==> config.mk <==
export PLATFORM = sky130hd
export DESIGN_NAME = ifcu_top
export DESIGN_NICKNAME = d
export VERILOG_FILES = /design/src/common/ifcu_pkg.sv /design/src/rtl/ifcu_top.sv
export SDC_FILE = /design/constraint.sdc
export NUM_CORES = 2
export LEC_CHECK = 0
export ABC_CLOCK_PERIOD_IN_PS = 40300
export BUFFER_PORTS_ARGS = -buffer_cell sky130_fd_sc_hd__buf_2
export CAP_MARGIN = 20
export CORE_ASPECT_RATIO = 0.8
export CORE_MARGIN = 2
export CORE_UTILIZATION = 60
export DETAILED_ROUTE_END_ITERATION = 7
export PLACE_DENSITY = 0.84
export SLEW_MARGIN = 20
export SYNTH_ARGS = -nofsm -noshare
export SYNTH_HDL_FRONTEND = slang
export SYNTH_HIERARCHICAL = 1
export SYNTH_SLANG_ARGS = --single-unit
==> constraint.sdc <==
create_clock -name sys_clk -period 40.3 [get_ports sys_clk]
set_input_delay 0 -clock sys_clk [delete_from_list [all_inputs] [get_ports sys_clk]]
set_output_delay 0 -clock sys_clk [all_outputs]
set_load 0.01 [all_outputs]
==> src/common/ifcu_pkg.sv <==
// Shared constants and state carriers for the flash update command unit.
// Assumes one 25 MHz system clock; every timing count derives from it here.
package ifcu_pkg;

  // ****************************************
  // Timing
  // ****************************************
  localparam int SYS_CLK_HZ = 25_000_000;
  localparam int BUS_RATE_HZ = 100_000;
  localparam int TCK_HZ = 23_440;
  localparam int TCK_DIV = (SYS_CLK_HZ + TCK_HZ / 2) / TCK_HZ;
  // One blink step is 10 ms, i.e. 100 steps per second
  localparam int BLINK_STEPS_PER_S = 100;

  // ****************************************
  // Bus and packet codes
  // ****************************************
  localparam logic [7:0] LOCAL_ADDR_BYTE = 8'hA0;
  localparam logic [7:0] LEAD_CODE = 8'h01;
  localparam logic [7:0] CMD_INIT = 8'h02;
  localparam logic [7:0] CMD_WRITE = 8'h03;
  localparam logic [7:0] CMD_END = 8'h04;
  localparam logic [15:0] LEN_INIT = 16'h0002;
  localparam logic [15:0] LEN_WRITE = 16'h0006;
  localparam logic [15:0] LEN_END = 16'h0002;
  localparam logic [15:0] LEN_OVERHEAD = 16'h0002;

  // ****************************************
  // Flash layout and reset values
  // ****************************************
  localparam logic [15:0] WRITE_ADDR = 16'h3BFC;
  localparam logic [15:0] BLOCK_SIZE = 16'h0400;
  localparam logic [5:0] SHIELD_FIRST = 6'h00;
  localparam logic [5:0] SHIELD_LAST = 6'h0F;
  localparam logic [5:0] SHIELD_START_RST = 6'h00;
  localparam logic [5:0] SHIELD_END_RST = 6'h0F;
  localparam logic [7:0] ERASED_BYTE = 8'hFF;
  localparam logic [31:0] STORE_RST = 32'hFFFFFFFF;

  // ****************************************
  // States and carriers
  // ****************************************
  typedef enum logic [2:0] {
    I_IDLE = 3'h0, I_ADDR = 3'h1, I_ACK = 3'h3, I_WAIT = 3'h2, I_DATA = 3'h6
  } ifcu_bus_state_type;

  typedef enum logic [3:0] {
    X_RELOAD = 4'h0, P_LEAD = 4'h1, P_LEN_HI = 4'h3, P_LEN_LO = 4'h2,
    P_CMD = 4'h6, P_DATA = 4'h7, P_SUM = 4'h5, X_INIT = 4'h4,
    X_SHIELD = 4'hC, X_BLANK = 4'hD, X_ERASE = 4'hF, X_PROG = 4'hE,
    X_VERIFY = 4'hA, P_HALT = 4'hB
  } ifcu_proc_state_type;

  typedef struct packed {
    logic [7:0] data;
    logic valid;
  } ifcu_byte_type;

  typedef struct packed {
    ifcu_bus_state_type ist;
    logic scl_s1, scl_s2, scl_d, sda_s1, sda_s2, sda_d;
    logic [3:0] bitcnt;
    logic [7:0] shreg;
    logic addr_phase, dir_read;
    logic scl_oe, sda_oe, scl_out, sda_out;
    ifcu_byte_type push;
    ifcu_proc_state_type pst;
    logic [15:0] len, remain;
    logic [7:0] cmd, csum;
    logic [2:0] didx;
    logic [3:0][7:0] rx, store;
    logic [5:0] sh_start, sh_end, blk;
    logic env_open;
    logic blink_lamp_port, access_lamp_port, halted, idle_wait, tmr_run;
    logic [10:0] div;
    logic [19:0] ivl, cnt;
  } ifcu_state_type;

endpackage : ifcu_pkg

==> src/rtl/ifcu_top.sv <==
// Serial-bus slave that takes flash update packets and drives two lamps.
// Assumes an external open-drain resolver on the pins and a 25 MHz sys_clk.
`timescale 1ns/1ps

// ****************************************
// Byte FIFO
// ****************************************
module ifcu_fifo #(
  parameter int WIDTH = 8,
  parameter int DEPTH = 32
) (
  // Clock and reset
  input wire logic sys_clk,
  input wire logic rst,
  // Fill side
  input wire logic in_valid,
  input wire logic [WIDTH-1:0] in_data,
  output logic in_ready,
  // Drain side
  output logic out_valid,
  output logic [WIDTH-1:0] out_data,
  input wire logic out_ready
);
  localparam int AW = $clog2(DEPTH);

  typedef struct packed {
    logic [DEPTH-1:0][WIDTH-1:0] mem;
    logic [AW:0] wp, rp;
  } ifcu_fifo_state_type;

  ifcu_fifo_state_type s, next_s;
  logic [AW:0] fill;

  if (DEPTH < 2 || (DEPTH & (DEPTH - 1)) != 0 || WIDTH < 1) begin : g_chk
    $error("ifcu_fifo: DEPTH must be a power of two >= 2");
  end

  assign fill = s.wp - s.rp;
  assign in_ready = fill != (AW + 1)'(DEPTH);
  assign out_valid = s.wp != s.rp;
  assign out_data = s.mem[s.rp[AW-1:0]];

  always_comb begin
    next_s = s;
    if (in_valid && in_ready) begin
      next_s.mem[s.wp[AW-1:0]] = in_data;
      next_s.wp = s.wp + 1'b1;
    end
    if (out_valid && out_ready) begin
      next_s.rp = s.rp + 1'b1;
    end
  end

  always_ff @(posedge sys_clk or posedge rst) begin
    if (rst) begin
      s <= '0;
    end else begin
      s <= next_s;
    end
  end
endmodule : ifcu_fifo

// ****************************************
// Command unit
// ****************************************
module ifcu_top #(
  parameter int FIFO_DEPTH = 32,
  parameter logic [31:0] STORE_INIT = ifcu_pkg::STORE_RST,
  parameter logic [5:0] SHIELD_START_INIT = ifcu_pkg::SHIELD_START_RST,
  parameter logic [5:0] SHIELD_END_INIT = ifcu_pkg::SHIELD_END_RST
) (
  // Clock and reset
  input wire logic sys_clk,
  input wire logic rst,
  // Serial clock pin
  input wire logic serial_clock_pin_in,
  output logic serial_clock_pin_out,
  output logic serial_clock_pin_oe,
  // Serial data pin
  input wire logic serial_data_pin_in,
  output logic serial_data_pin_out,
  output logic serial_data_pin_oe,
  // Flash fault from the programming engine
  input wire logic flash_fail_force,
  // Lamps (low lights) and status
  output logic blink_lamp_port,
  output logic access_lamp_port,
  output logic halted,
  output logic idle_wait,
  output logic timer_running
);
  ifcu_pkg::ifcu_state_type s, next_s;
  logic scl_rise, scl_fall, bus_start, bus_stop;
  logic fifo_in_ready, fifo_out_valid, fifo_pop, listening, fail;
  logic [7:0] fifo_out_data, b;
  logic [9:0] sum;
  logic [19:0] ivl_calc;
  logic [5:0] target_blk;

  if (ifcu_pkg::SYS_CLK_HZ < 20 * ifcu_pkg::BUS_RATE_HZ) begin : g_chk
    $error("ifcu_top: system clock too slow to oversample the bus");
  end

  ifcu_fifo #(.WIDTH(8), .DEPTH(FIFO_DEPTH)) u_fifo (
    .sys_clk(sys_clk),
    .rst(rst),
    .in_valid(s.push.valid),
    .in_data(s.push.data),
    .in_ready(fifo_in_ready),
    .out_valid(fifo_out_valid),
    .out_data(fifo_out_data),
    .out_ready(listening)
  );

  // ****************************************
  // Derived terms
  // ****************************************
  // Bus edges use the second sync stage against its delayed copy
  assign scl_rise = s.scl_s2 & ~s.scl_d;
  assign scl_fall = ~s.scl_s2 & s.scl_d;
  assign bus_start = s.scl_s2 & s.scl_d & s.sda_d & ~s.sda_s2;
  assign bus_stop = s.scl_s2 & s.scl_d & ~s.sda_d & s.sda_s2;
  assign listening = (s.pst == ifcu_pkg::P_LEAD) || (s.pst == ifcu_pkg::P_LEN_HI) ||
                     (s.pst == ifcu_pkg::P_LEN_LO) || (s.pst == ifcu_pkg::P_CMD) ||
                     (s.pst == ifcu_pkg::P_DATA) || (s.pst == ifcu_pkg::P_SUM);
  assign fifo_pop = fifo_out_valid && listening;
  assign b = fifo_out_data;
  assign sum = 10'(s.store[0]) + 10'(s.store[1]) + 10'(s.store[2]) + 10'(s.store[3]);
  // Average times 10 ms in prescaled ticks: sum/4 * TCK_HZ/100
  assign ivl_calc = 20'((32'(sum) * 32'(ifcu_pkg::TCK_HZ)) /
                        32'(4 * ifcu_pkg::BLINK_STEPS_PER_S));
  assign target_blk = 6'(ifcu_pkg::WRITE_ADDR / ifcu_pkg::BLOCK_SIZE);

  always_comb begin
    next_s = s;
    fail = 1'b0;
    next_s.push.valid = 1'b0;
    next_s.scl_s1 = serial_clock_pin_in;
    next_s.scl_s2 = s.scl_s1;
    next_s.scl_d = s.scl_s2;
    next_s.sda_s1 = serial_data_pin_in;
    next_s.sda_s2 = s.sda_s1;
    next_s.sda_d = s.sda_s2;

    // ****************************************
    // Prescaler and blink timer
    // ****************************************
    // Prescaler runs free; the interval counter only while started
    if (s.div == 11'(ifcu_pkg::TCK_DIV - 1)) begin
      next_s.div = '0;
      if (s.tmr_run) begin
        if (s.cnt + 20'd1 >= s.ivl) begin
          next_s.cnt = '0;
          next_s.blink_lamp_port = ~s.blink_lamp_port;
        end else begin
          next_s.cnt = s.cnt + 20'd1;
        end
      end
    end else begin
      next_s.div = s.div + 11'd1;
    end

    // ****************************************
    // Bus slave
    // ****************************************
    // Once halted the bus stays frozen in its current wait
    if (!s.halted) begin
      if (bus_stop) begin
        next_s.ist = ifcu_pkg::I_IDLE;
        next_s.sda_oe = 1'b0;
      end else if (bus_start) begin
        next_s.ist = ifcu_pkg::I_ADDR;
        next_s.bitcnt = '0;
        next_s.sda_oe = 1'b0;
      end else begin
        case (s.ist)
          ifcu_pkg::I_ADDR, ifcu_pkg::I_DATA: begin
            if (scl_rise) begin
              next_s.shreg = {s.shreg[6:0], s.sda_s2};
              next_s.bitcnt = s.bitcnt + 4'd1;
            end else if (scl_fall && s.bitcnt == 4'd8) begin
              if (s.ist == ifcu_pkg::I_DATA ||
                  s.shreg[7:1] == ifcu_pkg::LOCAL_ADDR_BYTE[7:1]) begin
                next_s.sda_oe = 1'b1;
                next_s.addr_phase = s.ist == ifcu_pkg::I_ADDR;
                next_s.ist = ifcu_pkg::I_ACK;
              end else begin
                next_s.ist = ifcu_pkg::I_IDLE;
              end
            end
          end
          ifcu_pkg::I_ACK: begin
            // Ninth falling edge: byte event, then hold the clock low
            if (scl_fall) begin
              next_s.sda_oe = 1'b0;
              next_s.scl_oe = 1'b1;
              next_s.ist = ifcu_pkg::I_WAIT;
              if (s.addr_phase) begin
                next_s.dir_read = s.shreg[0];
                next_s.tmr_run = 1'b0;
              end else begin
                next_s.push.valid = 1'b1;
                next_s.push.data = s.shreg;
              end
            end
          end
          ifcu_pkg::I_WAIT: begin
            if (s.addr_phase && s.dir_read) begin
              next_s.halted = 1'b1;
              next_s.blink_lamp_port = 1'b0;
              next_s.access_lamp_port = 1'b0;
            end else if (s.addr_phase ||
                         (!s.push.valid && !fifo_out_valid && fifo_in_ready &&
                          listening)) begin
              // Release at once after the address byte; after a data byte only once every byte is consumed and no command runs
              next_s.scl_oe = 1'b0;
              next_s.bitcnt = '0;
              next_s.ist = ifcu_pkg::I_DATA;
            end
          end
          default: begin
          end
        endcase
      end
    end

    // ****************************************
    // Packet parser and flash steps
    // ****************************************
    if (fifo_pop) begin
      case (s.pst)
        ifcu_pkg::P_LEAD: begin
          if (b == ifcu_pkg::LEAD_CODE) begin
            next_s.pst = ifcu_pkg::P_LEN_HI;
          end else begin
            fail = 1'b1;
          end
        end
        ifcu_pkg::P_LEN_HI: begin
          next_s.len[15:8] = b;
          next_s.pst = ifcu_pkg::P_LEN_LO;
        end
        ifcu_pkg::P_LEN_LO: begin
          next_s.len[7:0] = b;
          next_s.pst = ifcu_pkg::P_CMD;
        end
        ifcu_pkg::P_CMD: begin
          next_s.cmd = b;
          next_s.csum = b;
          next_s.didx = '0;
          next_s.remain = s.len - ifcu_pkg::LEN_OVERHEAD;
          if (s.len < ifcu_pkg::LEN_OVERHEAD) begin
            fail = 1'b1;
          end else if (s.len == ifcu_pkg::LEN_OVERHEAD) begin
            next_s.pst = ifcu_pkg::P_SUM;
          end else begin
            next_s.pst = ifcu_pkg::P_DATA;
          end
        end
        ifcu_pkg::P_DATA: begin
          if (s.didx < 3'd4) begin
            next_s.rx[s.didx[1:0]] = b;
          end
          next_s.didx = (s.didx == 3'd7) ? s.didx : s.didx + 3'd1;
          next_s.csum = s.csum + b;
          next_s.remain = s.remain - 16'd1;
          if (s.remain == 16'd1) begin
            next_s.pst = ifcu_pkg::P_SUM;
          end
        end
        ifcu_pkg::P_SUM: begin
          if (b != s.csum) begin
            fail = 1'b1;
          end else if (s.cmd == ifcu_pkg::CMD_INIT && s.len == ifcu_pkg::LEN_INIT) begin
            next_s.access_lamp_port = 1'b0;
            next_s.pst = ifcu_pkg::X_INIT;
          end else if (s.cmd == ifcu_pkg::CMD_WRITE && s.len == ifcu_pkg::LEN_WRITE &&
                       s.env_open) begin
            next_s.pst = ifcu_pkg::X_BLANK;
          end else if (s.cmd == ifcu_pkg::CMD_END && s.len == ifcu_pkg::LEN_END &&
                       s.env_open) begin
            next_s.pst = ifcu_pkg::X_VERIFY;
          end else begin
            fail = 1'b1;
          end
        end
        default: begin
        end
      endcase
    end else begin
      // Bus stays stretched through execution states entered from a packet; the X_RELOAD after reset runs with the bus idle
      case (s.pst)
        ifcu_pkg::X_INIT: begin
          if (flash_fail_force) begin
            fail = 1'b1;
          end else begin
            next_s.env_open = 1'b1;
            if (s.sh_start != ifcu_pkg::SHIELD_FIRST || s.sh_end != ifcu_pkg::SHIELD_LAST) begin
              next_s.pst = ifcu_pkg::X_SHIELD;
            end else begin
              next_s.pst = ifcu_pkg::P_LEAD;
            end
          end
        end
        ifcu_pkg::X_SHIELD: begin
          next_s.sh_start = ifcu_pkg::SHIELD_FIRST;
          next_s.sh_end = ifcu_pkg::SHIELD_LAST;
          next_s.pst = ifcu_pkg::P_LEAD;
        end
        ifcu_pkg::X_BLANK: begin
          next_s.blk = target_blk;
          if (flash_fail_force || target_blk < s.sh_start || target_blk > s.sh_end) begin
            fail = 1'b1;
          end else if (s.store == {4{ifcu_pkg::ERASED_BYTE}}) begin
            next_s.pst = ifcu_pkg::X_PROG;
          end else begin
            next_s.pst = ifcu_pkg::X_ERASE;
          end
        end
        ifcu_pkg::X_ERASE: begin
          if (flash_fail_force) begin
            fail = 1'b1;
          end else begin
            next_s.store = {4{ifcu_pkg::ERASED_BYTE}};
            next_s.pst = ifcu_pkg::X_PROG;
          end
        end
        ifcu_pkg::X_PROG: begin
          if (flash_fail_force) begin
            fail = 1'b1;
          end else begin
            next_s.store = s.rx;
            next_s.pst = ifcu_pkg::P_LEAD;
          end
        end
        ifcu_pkg::X_VERIFY: begin
          if (flash_fail_force || s.store != s.rx) begin
            fail = 1'b1;
          end else begin
            next_s.access_lamp_port = 1'b1;
            next_s.pst = ifcu_pkg::X_RELOAD;
          end
        end
        ifcu_pkg::X_RELOAD: begin
          // Start-up and post-update share this load of the interval
          next_s.blink_lamp_port = 1'b0;
          next_s.ivl = ivl_calc;
          next_s.cnt = '0;
          next_s.tmr_run = sum != 10'd0;
          next_s.pst = ifcu_pkg::P_LEAD;
        end
        default: begin
        end
      endcase
    end

    if (fail) begin
      next_s.halted = 1'b1;
      next_s.blink_lamp_port = 1'b0;
      next_s.access_lamp_port = 1'b0;
      next_s.tmr_run = 1'b0;
      next_s.pst = ifcu_pkg::P_HALT;
    end
    // Timer ticks never clear this; a bus start condition does
    next_s.idle_wait = next_s.ist == ifcu_pkg::I_IDLE && next_s.pst == ifcu_pkg::P_LEAD &&
                       !next_s.halted;
  end

  always_ff @(posedge sys_clk or posedge rst) begin
    if (rst) begin
      s <= '0;
      s.ist <= ifcu_pkg::I_IDLE;
      s.scl_s1 <= 1'b1;
      s.scl_s2 <= 1'b1;
      s.scl_d <= 1'b1;
      s.sda_s1 <= 1'b1;
      s.sda_s2 <= 1'b1;
      s.sda_d <= 1'b1;
      s.pst <= ifcu_pkg::X_RELOAD;
      s.store <= STORE_INIT;
      s.sh_start <= SHIELD_START_INIT;
      s.sh_end <= SHIELD_END_INIT;
      s.blink_lamp_port <= 1'b1;
      s.access_lamp_port <= 1'b1;
    end else begin
      s <= next_s;
    end
  end

  // ****************************************
  // Outputs
  // ****************************************
  assign serial_clock_pin_out = s.scl_out;
  assign serial_clock_pin_oe = s.scl_oe;
  assign serial_data_pin_out = s.sda_out;
  assign serial_data_pin_oe = s.sda_oe;
  assign blink_lamp_port = s.blink_lamp_port;
  assign access_lamp_port = s.access_lamp_port;
  assign halted = s.halted;
  assign idle_wait = s.idle_wait;
  assign timer_running = s.tmr_run;
endmodule : ifcu_top

# After elaboration in Yosys (flattened, before gate mapping)

Cells that the tools add are included.

Flip-flop bits (word level): 478
Memories kept: 0
ROM bits: 0
Word-level logic and storage cells: 321
Input port bits: 5
Bits in writable memories: 0
Bits in latches: 0

Mux-type cells: 105
$lt $le $gt $ge: 8
Eq/ne operators: 46
Reduce and logical (&&, ||, !) cells: 55
Shift-type cells: 0
Bitwise logic cells: 19
Add/sub/neg operators: 13
Divide/modulo/power cells: 1
Multipliers: 1

Operators by type and width:

| kind                   | count |
|---|---|
| $bwmux 256             | 1 |
| $mux 20                | 5 |
| $mux 32                | 2 |
| $mux 4                 | 16 |
| $pmux 32 s2            | 1 |
| $mux 3                 | 15 |
| $mux 1                 | 43 |
| $bmux 8 s5             | 1 |
| $demux 8 s5            | 1 |
| $bwmux 32              | 1 |
| $div 25x9->32 const B  | 1 |
| $eq 32x32->1 const B   | 1 |
| $ne 32x32->1           | 1 |
| $pmux 16 s2            | 1 |
| $eq 4x4->1 const B     | 6 |
| $mux 8                 | 3 |
| $pmux 4 s6             | 1 |
| $reduce_and 6->1       | 4 |
| $pmux 11 s2            | 1 |
| $mul 10x11->21 const B | 1 |
| $add 20x1->20 const B  | 1 |
| $ge 20x20->1           | 1 |
| $pmux 4 s5             | 1 |
| $demux 8 s2            | 1 |
| other kinds (62)       | 138 |

# Depth between registers and ports, before layout

Depth after elaboration: 17
Mapped depth: 70
Mapped depth without buffers: 62

# Cells and area by module

The synthesis kept the hierarchy.

Modules (own cells, without submodules):

| module    | cells an instance | seq. area each (um2) | times used | area each (um2) |
|---|---|---|---|---|
| ifcu_top  | 2028              | 5230.0               | 1          | 18042.3 |
| ifcu_fifo | 826               | 6706.4               | 1          | 12987.5 |

# Worst setup path after synthesis

Ideal clock, no wire load.

Kind: register -> register
From: register, netlist name s[76]
To: register, netlist name s[20]
Data required time: 40173 ps
Buffers on the path: 2
Data arrival time: 16374 ps
Setup slack: 23800 ps
Period minus slack after synthesis: 16500 ps
Library setup time: 127 ps
Cell stages (with the launch flop): 65
Cells stage by stage: dfstp_2 -> inv_1 -> fa_1 -> fa_1 -> inv_1 -> ha_1 -> fa_1 -> a21oi_1 -> nor2b_1 -> o21a_1 -> o21a_1 -> nor2_1 -> o21bai_1 -> a21oi_1 -> fa_1 -> fa_1 -> inv_1 -> fa_1 -> [29 not listed] -> a211oi_1 -> nor4_2 -> nand2_2 -> o2111a_1 -> nor3_4 -> nand2_2 -> a2111oi_4 -> nand3_1 -> o41a_1 -> nand3_1 -> mux2_2 -> or2_1 -> o31a_1 -> maj3_2 -> a221oi_2 -> mux2i_1 -> o2bb2ai_1 -> o31ai_1

==> results.tsv <==
metric	value	unit
final_nets	2984	
grt_overflow	0	
yosys.area.top_type	dfrtp_1	
setup_ws	21.18	ns
routabilityCongestion	0.895	
synth.area.top_cells	dfrtp_1 35%, mux2_2 11%, mux4_2 5.8%	
syn_avg_cell_area	10.9	um2
synth_cell_types	127	
hpwl	51.6	mm
syn_area	0.0310	mm2
insertedDiodeCount	0	
placementRows	74	
routedWlPerCell	21.3	um
grt_pass1_vias	22800	
crit_path_top_delay_cell	xor2_1	
crit_type	reg -> reg	
min_path_type	in -> reg	
drtAntennaViolNets	0	
die_area	0.0536	mm2
ys.flop_type	dfrtp_1	
areaGrowthSynthToFinish	7.52	%
synth_cells	2854	
coreArea	0.0511	mm2
drc	0	
ys_ff_latch	475	
num_vias	23100	
critPathLaunchType	register	
cts_tree	yes	
grt_max_degree	141	
endpoint_kind	register	
design_area	0.0334	mm2
finalClockSkew	0.0161	ns
die_h	207	um
start_util	60.7	%
synth_common_cells	435 x dfrtp_1, 301 x mux2_2, 194 x nor2_1, 180 x nand2_1, 160 x inv_1	
min_path_cells	2	
r2r_cells	59	
critical_path_required	40.77	ns
max_stage_delay	0.80	ns
grt_pass1_wl	123	mm
placed_area	0.0315	mm2
hold_start	serial_data_pin_in	
wl_met1	33.6	mm
antenna_found_initial	0	
grt_setup_unrepaired	no	
hold_viol	0	
cts_max_level	2	
drtIter0Drc	2602	
pre_cts_slack	21.49	ns
status	finished clean	
arrival	19.59	ns
cts_resized	0	
wirelength	75.2	mm
port_buffers	11	
n_fill_cell	3726	
die_x	258	um
yosysMostFrequentCell	dfrtp_1	
clk_pin_slew	0.06	ns
finalSetupTns	0	ns
worstPathMaxFanout	14	
dr_wl_met2	34.8	mm
io_pins	14	
maxCapViolCount	0	
dr.max_layer_used	met4	
fin_crit	19.12	ns
setup_violations	0	
whs_endpoint	next_s[222]	
post_cts_buffers	0	
slew_headroom	32.0	%
async_flop_share	100	%
fin_util	65.3	%
met3_length	5.26	mm
ctsHoldBuffers	4	
slew_violations	0	
vias_per_cell	6.53	
clockBufferDepth	3	
synth_edf_count	0	
cts.sinks	475	
r2r_end	s[20]	
ys_warn_count	6	
layout-drive-gt1-share	24.1	%
track_usage	28.2	%
first_pass_iters	6	
r2r_slack	21.18	ns
worst_pin_slew	1.02	ns
cts-root-buf	clkbuf_16	
cts_buffers	49	
synth_seq_area_share	38.5	%
worst_skew_pair.late_latency	0.60	ns
synth.top_cell.area_share	35.1	%
r2r-start	s[78]	
period_share	47.4	%
max_freq	0.0523	GHz
-- per-stage QoR --
step	hold slack, ns	instances
2_1_floorplan	0.00448	2855
3_3_place_gp	0.112	3436
3_5_place_dp	0.113	3436
4_1_cts	0.0437	3531
5_1_grt	0.0531	3531
6_report	0.0609	3531
-- sequential cells by signal, indices dropped and copies added, names as in the netlist --
signal               count
serial_clock_pin_oe      1
serial_data_pin_oe       1
u_fifo/s               268
timer_running            1
idle_wait                1
next_s                   4
blink_lamp_port          1
access_lamp_port         1
halted                   1
s                      196
-- cell type report --
type,instances,area (um2),area share [%]
clock inverter,25,394,1.18
tap,684,856,2.57
clock buffer,66,1380,4.14
sequential,475,12000,35.8
inverter,164,631,1.89
timing repair buffer,31,215,0.645
multi-input combinational,2086,17900,53.8
-- layer usage --
layer	global-route usage, %	vias up
met2	43.9	867
li1	-	10400
met3	4.80	146
met4	6.72	0
met1	41.5	11600
met5	0	-
-- kinds of logic after synthesis --
logic type,after synthesis,share of synthesized area (%)
compound gates,575,14.1
fa+ha+maj,179,8.35
flops,475,38.5
other cells,1,0.0121
mux,425,18.7
buf+inv,294,3.90
simple gates,765,12.5
xor+xnor,140,3.95
-- worst max path at each step --
stage	start	slack (ns)	endpoint	cells after the start
final	s[78]	21.18	s[20]	59
after global routing	s[76]	20.08	s[20]	61
after CTS	s[86]	21.42	s[20]	59
after detailed placement	s[78]	21.49	s[20]	59
after global placement	s[76]	22.02	s[20]	61
after floorplan	s[76]	23.80	s[20]	64
-- critical path, delay by kind of cell, from the launching register on --
family / cells / cell delay [ns]
AOI/OAI and AO/OA: 25 / 8.17
xor gates and xnor gates: 2 / 1.05
adders and majority gates: 10 / 4.47
buffers and inverters: 6 / 0.43
DFF: 1 / 0.56
muxes: 3 / 1.05
and+or+nand+nor: 13 / 3.19
-- cells in the final DEF, fill, tap and decap left out, drive strengths merged, types with 50 or more instances in the layout --
cell type  netlist  layout
a21oi          116     116
clkbuf          95      66
dfrtp          435     435
ha             123     123
inv            162     165
mux2           334     334
mux4            80      80
nand2          182     182
nand3           62      62
nor2           194     194
nor3            67      67
o21ai          161     161
xnor2           90      90
xor2            50      50
Power is left out: the tool's default activity adds up to more than one toggle a clock period on the data nets, which glitch-free logic cannot reach.
